==> src/rtl/nfc_map.svh <==
// constants for the nand flash host controller: timing counts, commands, limits
// assumes a 200 MHz clock; all counts are in clk_i cycles
// ************************************************************
// Operation
// device latches port byte as command on write rise while command latch high.
// device latches port byte as address on write rise while address latch high.
// with both latches low, write strobe carries data bytes.
// one eight-bit two-way port carries commands, addresses and data.
// chip select high while ready puts device in standby.
// chip select is ignored while device is busy.
// read strobe fall gives next byte within 20 ns, column advances.
// long read high time: outputs float on rise, 22 ns hold.
// short read high time: outputs stay driven, 5 ns hold after fall.
// extended output floats on latch rise, select rise or write fall.
// write protect low blocks program and erase.
// array to page register load finishes within 25 us while busy.
// reset returns ready within 6, 6, 10 or 500 us.
// host performs at most 4 partial programs per page before erase.
// host waits 20 ns after ready before read strobe falls.
// host never drives data while device drives read data.
// program data column runs from zero to 2111.
// ready_busy_n is low during program, erase and array read.
// address is four latch cycles: two column then two page.
// array read is 00h, address, then 30h.
// program starts when confirm 10h is latched.
// host samples ready_busy_n before commands other than status or reset.
// host asserts one latch at a time, none during data.
// ************************************************************
`ifndef NFC_MAP_SVH
`define NFC_MAP_SVH

`define NFC_CLK_MHZ 200
// strobe phase lengths in ns, rounded up to cycles
`define NFC_T_PHASE_NS 15
`define NFC_PHASE_CYC ((`NFC_T_PHASE_NS * `NFC_CLK_MHZ + 999) / 1000)
`define NFC_T_READY_GAP_NS 20
`define NFC_READY_GAP_CYC ((`NFC_T_READY_GAP_NS * `NFC_CLK_MHZ + 999) / 1000)
`define NFC_T_REA_NS 20
`define NFC_REA_CYC ((`NFC_T_REA_NS * `NFC_CLK_MHZ + 999) / 1000)
`define NFC_T_WHR_NS 60
`define NFC_WHR_CYC ((`NFC_T_WHR_NS * `NFC_CLK_MHZ + 999) / 1000)
`define NFC_T_WB_NS 100
`define NFC_WB_CYC ((`NFC_T_WB_NS * `NFC_CLK_MHZ + 999) / 1000)
// busy timeout: worst reset time 500 us
`define NFC_T_BUSY_MAX_US 500
`define NFC_BUSY_MAX_CYC (`NFC_T_BUSY_MAX_US * `NFC_CLK_MHZ)
`define NFC_LAST_COLUMN 12'h083F
`define NFC_MAX_PARTIAL 3'h4
`define NFC_CMD_READ 8'h00
`define NFC_CMD_READ_GO 8'h30
`define NFC_CMD_PROG 8'h80
`define NFC_CMD_PROG_GO 8'h10
`define NFC_CMD_ERASE 8'h60
`define NFC_CMD_ERASE_GO 8'hD0
`define NFC_CMD_STATUS 8'h70
`define NFC_CMD_RESET 8'hFF

`endif

==> src/rtl/nfc_pkg.sv <==
// types for the nand flash host controller
// assumes nfc_map.svh for numeric constants
package nfc_pkg;
    // kind of one port cycle asked by the user
    typedef enum logic [2:0] {
        NFC_OP_CMD,
        NFC_OP_ADDR,
        NFC_OP_WDATA,
        NFC_OP_RDATA,
        NFC_OP_WAIT
    } nfc_op_t;

    // one request: kind plus byte
    typedef struct packed {
        nfc_op_t op;
        logic [7:0] data;
    } nfc_req_t;

    // pins driven toward the device
    typedef struct packed {
        logic chip_sel_n;
        logic cmd_latch;
        logic addr_latch;
        logic write_strobe_n;
        logic read_strobe_n;
        logic write_prot_n;
    } nfc_pins_t;
endpackage

==> src/rtl/nfc_host.sv <==
// nand flash host port sequencer: turns user requests into pin cycles
// and keeps read bytes in a two-entry buffer toward the user
// assumes device pins are sampled synchronously to clk_i, one device
// assumes the user orders commands, addresses and waits itself
`timescale 1ns/1ps
`include "nfc_map.svh"

module nfc_host #(
    parameter int BUSY_MAX_CYC = `NFC_BUSY_MAX_CYC
) (
    // clock and reset
    input wire logic clk_i,
    input wire logic reset_n_i,
    // user request side
    input wire nfc_pkg::nfc_req_t req_i,
    input wire logic req_valid_i,
    output logic req_ready_o,
    input wire logic write_prot_n_i,
    // user read data side
    output logic [7:0] rd_data_o,
    output logic rd_valid_o,
    input wire logic rd_ready_i,
    // status
    output logic busy_timeout_o,
    output logic prog_refused_o,
    // device pins
    output nfc_pkg::nfc_pins_t pins_o,
    input wire logic [7:0] shared_byte_port_i,
    output logic [7:0] shared_byte_port_o,
    output logic shared_byte_port_oe_n_o,
    input wire logic ready_busy_n_i
);
    // ************************************************************
    // state and working registers
    // ************************************************************
    // sequencer phases: setup, strobe low, strobe high, busy waits, gap
    typedef enum {ST_IDLE, ST_SETUP, ST_LOW, ST_HIGH, ST_WAITB, ST_WAITR, ST_GAP} nfc_state_t;
    nfc_state_t state_reg, state_next;
    nfc_pkg::nfc_req_t cur_reg;
    logic [31:0] cnt_reg;
    logic [7:0] out_reg;
    logic oe_n_reg;
    nfc_pkg::nfc_pins_t pins_reg;
    logic [11:0] col_reg;
    logic [1:0] addr_idx_reg;
    logic [2:0] partial_reg;
    // status flags toward the user
    logic timeout_reg;
    logic refused_reg;
    // two-entry read buffer
    logic [7:0] buf_mem [0:1];
    logic [1:0] buf_cnt_reg;
    logic buf_wp_reg;
    logic buf_rp_reg;

    // ************************************************************
    // request decode
    // ************************************************************
    // kind of the transfer in flight
    wire is_cmd = cur_reg.op == nfc_pkg::NFC_OP_CMD;
    wire is_addr = cur_reg.op == nfc_pkg::NFC_OP_ADDR;
    wire is_rd = cur_reg.op == nfc_pkg::NFC_OP_RDATA;
    wire is_wr = cur_reg.op == nfc_pkg::NFC_OP_WDATA;
    // byte taken 20 ns after the strobe rises, still inside the output hold
    wire buf_full = buf_cnt_reg == 2'd2;
    wire buf_push = state_reg == ST_HIGH && is_rd && cnt_reg == 32'd0;
    wire buf_pop = rd_valid_o && rd_ready_i;
    // a phase ends when its down counter reaches zero
    wire phase_done = cnt_reg == 32'd0;
    // write protect refuses both confirms; the partial limit refuses only
    // program, so an erase with write protect high can always clear the limit again
    wire prog_block = partial_reg == `NFC_MAX_PARTIAL;
    wire is_prog_go = req_i.op == nfc_pkg::NFC_OP_CMD && req_i.data == `NFC_CMD_PROG_GO;
    wire is_erase_go = req_i.op == nfc_pkg::NFC_OP_CMD && req_i.data == `NFC_CMD_ERASE_GO;
    wire refuse = (is_prog_go && (prog_block || !write_prot_n_i))
        || (is_erase_go && !write_prot_n_i);
    // stall reads until a buffer slot is free so no word is lost
    wire start_ok = !(req_i.op == nfc_pkg::NFC_OP_RDATA && buf_full);

    // ************************************************************
    // outputs
    // ************************************************************
    // handshakes are combinational, pins and data come from flip-flops
    assign req_ready_o = state_reg == ST_IDLE && start_ok;
    assign rd_valid_o = buf_cnt_reg != 2'd0;
    assign rd_data_o = buf_mem[buf_rp_reg];
    assign pins_o = pins_reg;
    assign shared_byte_port_o = out_reg;
    assign shared_byte_port_oe_n_o = oe_n_reg;
    assign busy_timeout_o = timeout_reg;
    assign prog_refused_o = refused_reg;

    // ************************************************************
    // pin sequencer
    // ************************************************************
    // next state of the pin sequencer
    always_comb begin
        // hold the state unless the current phase has ended
        state_next = state_reg;
        case (state_reg)
            ST_IDLE: if (req_valid_i && start_ok && !refuse) state_next = ST_SETUP;
            ST_SETUP: if (phase_done) state_next = ST_LOW;
            ST_LOW: if (phase_done) state_next = ST_HIGH;
            ST_HIGH: if (phase_done) state_next = ST_GAP;
            ST_WAITB: if (phase_done) state_next = ST_WAITR;
            ST_WAITR: if (ready_busy_n_i || phase_done) state_next = ST_GAP;
            ST_GAP: if (phase_done) state_next = ST_IDLE;
            default: state_next = ST_IDLE;
        endcase
    end

    // sequencer registers
    always_ff @(posedge clk_i) begin
        if (!reset_n_i) begin
            state_reg <= ST_IDLE;
            cur_reg <= '{op: nfc_pkg::NFC_OP_WAIT, data: 8'h00};
            cnt_reg <= 32'd0;
            out_reg <= 8'h00;
            oe_n_reg <= 1'b1;
            pins_reg <= '{chip_sel_n: 1'b1, cmd_latch: 1'b0, addr_latch: 1'b0,
                write_strobe_n: 1'b1, read_strobe_n: 1'b1, write_prot_n: 1'b0};
            col_reg <= 12'h000;
            addr_idx_reg <= 2'd0;
            partial_reg <= 3'd0;
            timeout_reg <= 1'b0;
            refused_reg <= 1'b0;
        end else begin
            state_reg <= state_next;
            // every phase counts down; a load below overrides the decrement
            cnt_reg <= phase_done ? 32'd0 : cnt_reg - 32'd1;
            // refusal is a one-cycle pulse; the refused request is consumed
            refused_reg <= state_reg == ST_IDLE && req_valid_i && refuse;
            // write protect pin follows the input one cycle later
            pins_reg.write_prot_n <= write_prot_n_i;
            case (state_reg)
                ST_IDLE: if (req_valid_i && start_ok && !refuse) begin
                    cur_reg <= req_i;
                    pins_reg.chip_sel_n <= 1'b0;
                    // one latch at a time, none for data
                    pins_reg.cmd_latch <= req_i.op == nfc_pkg::NFC_OP_CMD;
                    pins_reg.addr_latch <= req_i.op == nfc_pkg::NFC_OP_ADDR;
                    out_reg <= req_i.data;
                    // drive only for writes, never while device reads out
                    oe_n_reg <= !(req_i.op inside {nfc_pkg::NFC_OP_CMD,
                        nfc_pkg::NFC_OP_ADDR, nfc_pkg::NFC_OP_WDATA});
                    cnt_reg <= (req_i.op == nfc_pkg::NFC_OP_RDATA)
                        ? 32'(`NFC_READY_GAP_CYC) : 32'(`NFC_PHASE_CYC);
                    // a wait skips the strobe phases and watches ready_busy_n
                    if (req_i.op == nfc_pkg::NFC_OP_WAIT) begin
                        state_reg <= ST_WAITB;
                        cnt_reg <= 32'(`NFC_WB_CYC);
                    end
                end
                // the strobe falls once setup has passed
                ST_SETUP: if (phase_done) begin
                    if (is_rd) pins_reg.read_strobe_n <= 1'b0;
                    else pins_reg.write_strobe_n <= 1'b0;
                    cnt_reg <= is_rd ? 32'(`NFC_REA_CYC) : 32'(`NFC_PHASE_CYC);
                end
                ST_LOW: if (phase_done) begin
                    pins_reg.read_strobe_n <= 1'b1;
                    pins_reg.write_strobe_n <= 1'b1; // latch edge for R1 R2
                    cnt_reg <= 32'(`NFC_PHASE_CYC);
                    if (is_addr) begin
                        // two column cycles then two page cycles
                        if (addr_idx_reg == 2'd0) col_reg[7:0] <= cur_reg.data;
                        if (addr_idx_reg == 2'd1) col_reg[11:8] <= cur_reg.data[3:0];
                        addr_idx_reg <= addr_idx_reg + 2'd1;
                    end
                    if (is_rd || is_wr)
                        col_reg <= (col_reg == `NFC_LAST_COLUMN) ? 12'h000 : col_reg + 12'd1;
                end
                // latches drop and the port is released once the hold has passed
                ST_HIGH: if (phase_done) begin
                    pins_reg.cmd_latch <= 1'b0;
                    pins_reg.addr_latch <= 1'b0;
                    oe_n_reg <= 1'b1;
                    cnt_reg <= is_rd ? 32'(`NFC_PHASE_CYC) : 32'(`NFC_WHR_CYC);
                    if (is_cmd) begin
                        addr_idx_reg <= 2'd0;
                        if (cur_reg.data == `NFC_CMD_PROG_GO)
                            partial_reg <= partial_reg + 3'd1;
                        if (cur_reg.data == `NFC_CMD_ERASE_GO) partial_reg <= 3'd0;
                    end
                end
                // a device stuck busy ends the wait after BUSY_MAX_CYC with the flag set
                ST_WAITB: if (phase_done) begin
                    cnt_reg <= BUSY_MAX_CYC[31:0];
                    timeout_reg <= 1'b0;
                end
                // ready ends the wait early, then the ready-to-read gap starts
                ST_WAITR: begin
                    if (!ready_busy_n_i && phase_done) timeout_reg <= 1'b1;
                    if (ready_busy_n_i || phase_done) cnt_reg <= 32'(`NFC_READY_GAP_CYC);
                end
                // chip select rises only after the gap, letting the device idle
                ST_GAP: if (phase_done) pins_reg.chip_sel_n <= 1'b1;
                default: ;
            endcase
        end
    end

    // ************************************************************
    // read buffer
    // ************************************************************
    // read buffer: byte sampled at end of strobe high phase
    always_ff @(posedge clk_i) begin
        if (buf_push) buf_mem[buf_wp_reg] <= shared_byte_port_i;
    end

    // pointers and fill count; a push and a pop in one cycle keep the count
    always_ff @(posedge clk_i) begin
        if (!reset_n_i) begin
            buf_cnt_reg <= 2'd0;
            buf_wp_reg <= 1'b0;
            buf_rp_reg <= 1'b0;
        end else begin
            if (buf_push) buf_wp_reg <= !buf_wp_reg;
            if (buf_pop) buf_rp_reg <= !buf_rp_reg;
            buf_cnt_reg <= buf_cnt_reg + {1'b0, buf_push} - {1'b0, buf_pop};
        end
    end
endmodule // nfc_host

==> config.mk <==
export PLATFORM = sky130hd
export DESIGN_NAME = nfc_host
export DESIGN_NICKNAME = d
export VERILOG_FILES = /design/src/rtl/nfc_pkg.sv /design/src/rtl/nfc_host.sv
export VERILOG_INCLUDE_DIRS = /design/src /design/src/rtl
export SDC_FILE = /design/constraint.sdc
export NUM_CORES = 1
export LEC_CHECK = 0
export BUFFER_PORTS_ARGS = -buffer_cell sky130_fd_sc_hd__buf_2
export CELL_PAD_IN_SITES_DETAIL_PLACEMENT = 1
export CELL_PAD_IN_SITES_GLOBAL_PLACEMENT = 1
export CORE_ASPECT_RATIO = 0.75
export CORE_MARGIN = 1
export CORE_UTILIZATION = 45
export DETAILED_ROUTE_END_ITERATION = 8
export GPL_TIMING_DRIVEN = 0
export PLACE_DENSITY_LB_ADDON = 0.1
export RECOVER_POWER = 25
export SYNTH_ARGS = -nofsm -noshare
export SYNTH_HDL_FRONTEND = slang
export SYNTH_SLANG_ARGS = --single-unit
==> constraint.sdc <==
create_clock -name clk_i -period 3.15 [get_ports clk_i]
set_input_delay 0.7875 -clock clk_i [delete_from_list [all_inputs] [get_ports clk_i]]
set_output_delay 0.7875 -clock clk_i [all_outputs]
set_load 0.005 [all_outputs]
==> results of run 1 <==
-- synthesized netlist by cell type (all sizes together), types with 2 or more instances --
cell type,n,area share (%)
inv,10,0.83
o21a,2,0.33
nand4,6,0.83
o211ai,2,0.33
edfxtp,16,11
nor2b,2,0.28
nor4,22,3.8
o211a,2,0.44
ha,6,1.7
or3,10,1.7
or4b,2,0.44
o21ai,8,0.88
clkbuf,14,1.2
nand3b,2,0.33
nor2,65,5.4
nor3,16,1.8
nand2,35,2.9
or2,5,0.69
and2,3,0.41
buf,11,1.8
dfxtp,92,41
o2111ai,2,0.39
xnor2,24,4.6
mux2i,14,3.1
xor2,12,2.3
and3,3,0.41
a31oi,3,0.41
nand3,9,1.1
mux2,9,2.2
a211oi,7,1.2
or4,6,1.1
nand2b,2,0.28
a21boi,2,0.33
and4b,2,0.44
o31ai,2,0.33
a21oi,12,1.3
-- area by class of cell --
type	instances	area [sq um]	area share, %
clock buffers	10	239	4.44
repair buffers	53	255	4.74
plain buffers	25	133	2.46
multi-input cells	341	2170	40.3
clock inverters	6	62.6	1.16
well taps	132	165	3.07
flip-flops and latches	108	2320	43.1
inverters	11	41.3	0.766
-- stage by stage --
stage	setup TNS, ns	cells	setup WS, ns	cell area (sq um)
6_report	0	686	0.170	5390
5_1_grt	0	686	0.0173	5390
4_1_cts	0	684	0.0586	5360
3_5_place_dp	-2.82	668	-0.135	5060
3_3_place_gp	-1.50	668	-0.118	5060
2_1_floorplan	0	485	0.585	4640
-- critical path: cells and delay by family, from the launching register on --
kind	cells	cell delay [ns]
flops	1	0.31
buf+inv	2	0.32
simple gates	6	1.21
-- worst min path at each step --
stage,startpoint,end,slack [ns],depth (start not counted)
2_1_floorplan,partial_reg[1]$_SDFFE_PN0P_,partial_reg[1]$_SDFFE_PN0P_,0.45,2
3_3_place_gp,pins_o[3]$_SDFFE_PN0P_,pins_o[3]$_SDFFE_PN0P_,0.45,2
3_5_place_dp,pins_o[4]$_SDFFE_PN0P_,pins_o[4]$_SDFFE_PN0P_,0.46,2
4_1_cts,pins_o[4]$_SDFFE_PN0P_,pins_o[4]$_SDFFE_PN0P_,0.47,2
5_1_grt,pins_o[4]$_SDFFE_PN0P_,pins_o[4]$_SDFFE_PN0P_,0.51,2
6_report,pins_o[4]$_SDFFE_PN0P_,pins_o[4]$_SDFFE_PN0P_,0.46,2
-- power by group through the flow --
stage	Sequential [uW]	Combinational (uW)	Clock, uW
2_1_floorplan	1770	1410	0
3_3_place_gp	1800	1700	0
3_5_place_dp	1820	1760	0
4_1_cts	1790	1770	1160
5_1_grt	1830	2010	1220
6_report	1800	1790	1120
-- cells by family (layout without fill, tap and decap cells) --
group                    Yosys count  after routing  share of synthesized area [%]
AO/OA/AOI/OAI                     53             53                           8.22
XOR/XNOR                          36             36                           6.95
adder cells (fa/ha/maj)            6              6                           1.66
buffers and inverters             36            105                           3.84
flip-flops                       108            108                           51.2
multiplexers                      23             23                           5.33
other                              1             29                         0.0827
AND/OR/NAND/NOR                  194            194                           22.7
-- metal layers --
| layer | GRT usage (%) | up-vias | wire, um |
|---|---|---|---|
| met3 | 5.17 | 10 | 403 |
| met2 | 34.8 | 56 | 4920 |
| met4 | 7.34 | 0 | 131 |
| met1 | 29.0 | 1722 | 5360 |
| met5 | 0 | - | 0 |
| li1 | - | 1771 | - |
-- what timing repair did --
item / in CTS / in global routing
setup endpoints to repair: 0 / 32
hold buffers: 0 / 0
buffers inserted: 0 / 2
gates resized for setup: 0 / 5
==> summary.txt, run 1 <==
Run status
  – Status: finished, final reports clean

Routing
  – Final wirelength: about 11 mm
  – 1st-pass router iterations: 4
  – Vias per inst: 5.19
  – ANT nets after route: 0
  – Drt wl/cell: between 15 and 20 um
  – Vias post-DR: 3559
  – DRT iter0 DRCs: 223
  – Number of remaining DRC errors: 0

Setup path
  – Worst R2R Start: cnt_reg[8]$_SDFF_PN0_
  – Worst path max stage delay: 0.35 ns
  – CP Data Arrival Time: approximately 2.2 ns
  – Flop2flop setup slack: 0.22 ns
  – CP startpoint kind: register
  – Worst Reg-to-Reg Cells: 11
  – Reg-to-reg endpoint: buf_cnt_reg[1]$_SDFF_PN0_
  – WS Path Type: reg -> out
  – Worst Setup EP: req_ready_o
  – Worst EP required: roughly 2.4 ns
  – Nature of the critical path endpoint: output port
  – Crit path from: state_reg[3]$_SDFF_PN0_
  – Slowest-stage cell, CP: nor4_1
  – Crit Path Max Fanout: 5
  – Most frequent CP cell: nor2_1
  – Cell chain of the critical path: nor4_1, nand4_1, buf_4, or2_2, nor2_1, nand2_1, nor2_1, buf_2

Final layout
  – Area growth, synth to finish: 18.8%
  – Commonest non-fill, non-tap cells in the layout: 92 x dfxtp_1, 65 x nor2_1, 40 x buf_2
  – Commonest non-fill, non-tap cell in the layout: dfxtp_1
  – # nets final: 580
  – Layout cell share with drive strength beyond 1: about 18%
  – Final Core Density: 55.3%
  – Antenna Cells: 0
  – Fillers: roughly 1100

STA
  – Crit path time final: approximately 3.0 ns
  – RSZ-0062 raised after global routing: no
  – Final hold vios: 0
  – Skew final: 0.00777 ns
  – Crit share post-route: between 90% and 100%
  – Hold Slack: 0.464 ns
  – Final slew viol count: 0
  – Setup-failing EPs final: 0
  – Fmax: roughly 340 MHz
  – Slew headroom: a little over half
  – Worst Max-Slew Pin Slew: between 0.7 and 0.8 ns

Global routing
  – Grt ovf: 0
  – Total track usage: 21.6%
  – Initial antenna violation count: 0
  – Vias in the first global route: ~3500
  – Largest net degree at the start of global routing: 21
  – Global-route wire length before repair: approximately 18 mm

Pwr
  – Psw: ~1700 uW
  – Max VDD drop: about 0.00068 V
  – Logic gate share of total power: about 38%
  – Pwr/cell area: 875 mW/mm^2
  – Total design power: 4710 uW
  – Sw Ratio: 36.6%
  – Sequential share of power: a little under two fifths
  – P_int: 2990 uW
  – Clock power share: about a quarter
  – Pleak: roughly 0.0022 uW

Yosys
  – Mapped cell area: 0.00453 sq mm
  – Avg Synthesized Cell Area: around 9.9 sq um
  – Main synth FF type: dfxtp_1
  – FF+latch count, synth: 108
  – Ys Warns: 0
  – Post-synthesis cell count: approximately 460
  – Netlist cell types: 63
  – Async S/R FF share, synth: 0%
  – Sequential share of the synthesized area: between 50% and 60%
  – Post-synth EDFFs: 16

Clock network
  – Clk pin slew, worst setup/hold paths: approximately 0.07 ns
  – Clk sinks: between 100 and 150
  – Clk Latency, worst-skew pair: 0.35 ns
  – CTS H-tree depth: 3
  – CTS Buffer Depth: 2
  – Total CTS buffers: 9
  – CTS tree: yes
  – CTS root buf: clkbuf_16

Run
  – Max Cap Viol: 0

Floorplan
  – Starting Density: a little under half
  – Core area: 0.00974 sq mm
  – Die width: 118 um
  – Die area: around 0.010 sq mm
  – Row count: 31
  – Io pins: 52
  – Die height: between 80 and 90 um

Placement
  – Number of port buffers: between 50 and 60
  – HPWL after DPL: around 8 mm
  – GPL Wtd Cong: 0.888

Hold path
  – Hold WC Path Type: reg -> reg
(Power assumes the default switching activity.)
==> inputs of run 2 (changes only) <==
Settings changed: ABC_AREA set to 1, CORE_UTILIZATION 45 to 44, CTS_BUF_LIST set to sky130_fd_sc_hd__clkbuf_16.
==> summary.txt, run 2 <==
Floorplan
  – Die width: between 100 and 150 um
  – Die area: 0.0126 sq mm
  – Row count: 34
  – Die height: between 90 and 100 um
  – Starting Density: between 40% and 50%
  – Core area: between 0.01 and 0.015 sq mm
  – Io pins: between 50 and 60

Run status
  – Status: finished, final reports clean

Run
  – Max Cap Viol: 0

STA
  – Skew final: around 0.0079 ns
  – Worst Max-Slew Pin Slew: 0.799 ns
  – Fmax: roughly 360 MHz
  – Slew headroom: 46.6%
  – Crit path time final: about 2.8 ns
  – Setup-failing EPs final: 0
  – Final slew viol count: 0
  – Crit share post-route: between 80% and 90%
  – Final hold vios: 0
  – Setup TNS: 0 ns
  – RSZ-0062 raised after global routing: no

Yosys
  – Synth area leaders: dfxtp_1 34%, nand2_1 9.5%, edfxtp_1 9.0%
  – Mapped cell area: between 0.005 and 0.006 sq mm
  – Share of the synthesized area in the top cell type: 34.5%
  – FF+latch count, synth: between 100 and 150
  – Async S/R FF share, synth: 0%
  – Cell with the most instances after synthesis: nand2_1
  – Post-synth EDFFs: 16
  – Sequential share of the synthesized area: 43.5%
  – Main synth FF type: dfxtp_1
  – Avg Synthesized Cell Area: 7.55 sq um
  – Netlist cell types: between 40 and 50
  – Most frequent cells after synthesis: 135 x nand2_1, 122 x nor2_1, 92 x dfxtp_1, 81 x inv_1, 51 x nand3_1
  – Synth area leader: dfxtp_1
  – Ys Warns: 0
  – Post-synthesis cell count: 708

Global routing
  – Grt ovf: 0
  – Global-route wire length before repair: around 24 mm
  – Total track usage: 24.6%
  – Initial antenna violation count: 0
  – Largest net degree at the start of global routing: 21
  – Vias in the first global route: 4932

Routing
  – Vias post-DR: 4749
  – Drt wl/cell: around 15 um
  – 1st-pass router iterations: 4
  – ANT nets after route: 0
  – Final wirelength: 14.7 mm
  – DRT iter0 DRCs: roughly 230
  – Number of remaining DRC errors: 0
  – Vias per inst: about 4.9

Setup path
  – Slowest-stage cell, CP: dfxtp_1
  – Worst Reg-to-Reg Cells: 16
  – WS Path Type: reg -> reg
  – Cell chain of the critical path: inv_1, ha_1, inv_1, nor2_1, nand4_1, nor2_1, nand3_2, nor2_1, nand4_1, buf_4, ha_1, inv_1, ha_1, xor2_1, o21ai_0, a21oi_1
  – Flop2flop setup slack: between 0.3 and 0.4 ns
  – CP startpoint kind: register
  – Crit path from: cnt_reg[0]$_SDFF_PN0_
  – Nature of the critical path endpoint: register
  – Reg-to-reg endpoint: buf_cnt_reg[1]$_SDFF_PN0_
  – Worst Setup EP: buf_cnt_reg[1]$_SDFF_PN0_
  – Worst R2R Start: cnt_reg[0]$_SDFF_PN0_
  – Worst path max stage delay: roughly 0.33 ns
  – CP Data Arrival Time: 3.09 ns
  – Worst EP required: about 3.4 ns
  – Crit Path Max Fanout: 8

Placement
  – Number of port buffers: 50
  – GPL Wtd Cong: approximately 0.87
  – HPWL after DPL: between 10 and 15 mm
  – Post-DP Area: 0.00590 sq mm
  – DP Cell Count: between 900 and 1000

Final layout
  – Layout Cells excl Fill: 965
  – Final instance area: between 0.006 and 0.007 sq mm
  – Layout cell share with drive strength beyond 1: between 10% and 20%
  – Final Core Density: a little over half
  – Area growth, synth to finish: 16.1%
  – Commonest non-fill, non-tap cells in the layout: 135 x nand2_1, 122 x nor2_1, 92 x dfxtp_1
  – Commonest non-fill, non-tap cell in the layout: nand2_1
  – Antenna Cells: 0
  – # nets final: roughly 830

Pwr
  – Pwr/cell area: about 840 mW/mm^2
  – Max VDD drop: approximately 0.00040 V
  – Total design power: around 5200 uW
  – Pleak: about 0.0028 uW

Clock network
  – CTS Buffer Depth: 2
  – Total CTS buffers: 9
  – CTS root buf: clkbuf_16
  – Clk sinks: about 110
  – CTS H-tree depth: 3
  – Clk pin slew, worst setup/hold paths: roughly 0.080 ns
  – Cts-stage hold buffer count: 0
  – CTS tree: yes
  – Clk Latency, worst-skew pair: between 0.3 and 0.4 ns

Hold path
  – Hold WC Path Type: reg -> reg
[run 2: changes by cell type after synthesis, moves of 18 or more]
cell     previous run  this run
inv_1              10        81
nor2_1             65       122
nand2_1            35       135
nor2_2              0        28
nand3_1             8        51
o21ai_0             7        25
[run 2: final cells by class]
cell class              count  area (sq um)
plain buffers              19           141
inverters                  87           327
clock inverters             7          67.6
fillers                  1541          5500
repair buffers             51           248
well taps                 162           203
multi-input cells         522          2670
clock buffers               9           225
flip-flops and latches    108          2320
[run 2: worst max-delay path, delay by kind of cell, from the launching register on]
family                   cells  cell delay [ns]
flip-flops                   1             0.33
XOR/XNOR                     1             0.19
AND/OR/NAND/NOR              6             0.81
AO/OA/AOI/OAI                2             0.26
adder cells (fa/ha/maj)      3             0.66
buffers and inverters        4             0.48
[run 2: repair_timing]
action                     4_1_cts  5_1_grt
resized for setup                0        2
setup buffers                    0        1
setup endpoints to repair        0       17
[run 2: power breakdown]
| group | total, uW | switching, uW | internal, uW | leakage, uW |
|---|---|---|---|---|
| combinational | 2270 | 1470 | 800 | 0.00179 |
| clock | 1120 | 563 | 557 | 0.000140 |
| sequential | 1800 | 204 | 1600 | 0.000900 |
[run 2: kinds of logic after synthesis]
family	count (synthesis)	share of synthesized area [%]
fa+ha+maj	6	1.40
other cells	1	0.0702
simple gates	388	33.4
xor+xnor	27	4.43
buf+inv	106	8.76
flops	108	43.5
mux	8	1.69
compound gates	64	6.79
[run 2: through the flow]
step,setup slack (ns),hold slack [ns]
2_1_floorplan,0.936,0.426
3_3_place_gp,0.298,0.438
3_5_place_dp,0.208,0.471
4_1_cts,0.123,0.472
5_1_grt,0.0925,0.500
6_report,0.340,0.473
[run 2: worst min path at each step]
| stage | slack [ns] | endpoint | depth (start not counted) | start |
|---|---|---|---|---|
| after floorplan | 0.43 | register | 1 | buf_rp_reg$_SDFFE_PN0P_ |
| final | 0.47 | buf_rp_reg$_SDFFE_PN0P_ | 1 | buf_rp_reg$_SDFFE_PN0P_ |
| after global placement | 0.44 | buf_rp_reg$_SDFFE_PN0P_ | 1 | buf_rp_reg$_SDFFE_PN0P_ |
| after CTS | 0.47 | buf_rp_reg$_SDFFE_PN0P_ | 1 | buf_rp_reg$_SDFFE_PN0P_ |
| after detailed placement | 0.47 | buf_cnt_reg[1]$_SDFF_PN0_ | 1 | buf_cnt_reg[1]$_SDFF_PN0_ |
| after global routing | 0.50 | shared_byte_port_o[0]$_SDFFE_PN0P_ | 2 | shared_byte_port_o[0]$_SDFFE_PN0P_ |
[run 2: metal layers]
| metal | track usage [%] | wire length, um | up-vias |
|---|---|---|---|
| li1 | - | - | 2389 |
| met1 | 33.1 | 7030 | 2278 |
| met2 | 40.8 | 6880 | 72 |
| met3 | 4.35 | 623 | 10 |
| met4 | 5.34 | 126 | 0 |
| met5 | 0 | 0 | - |
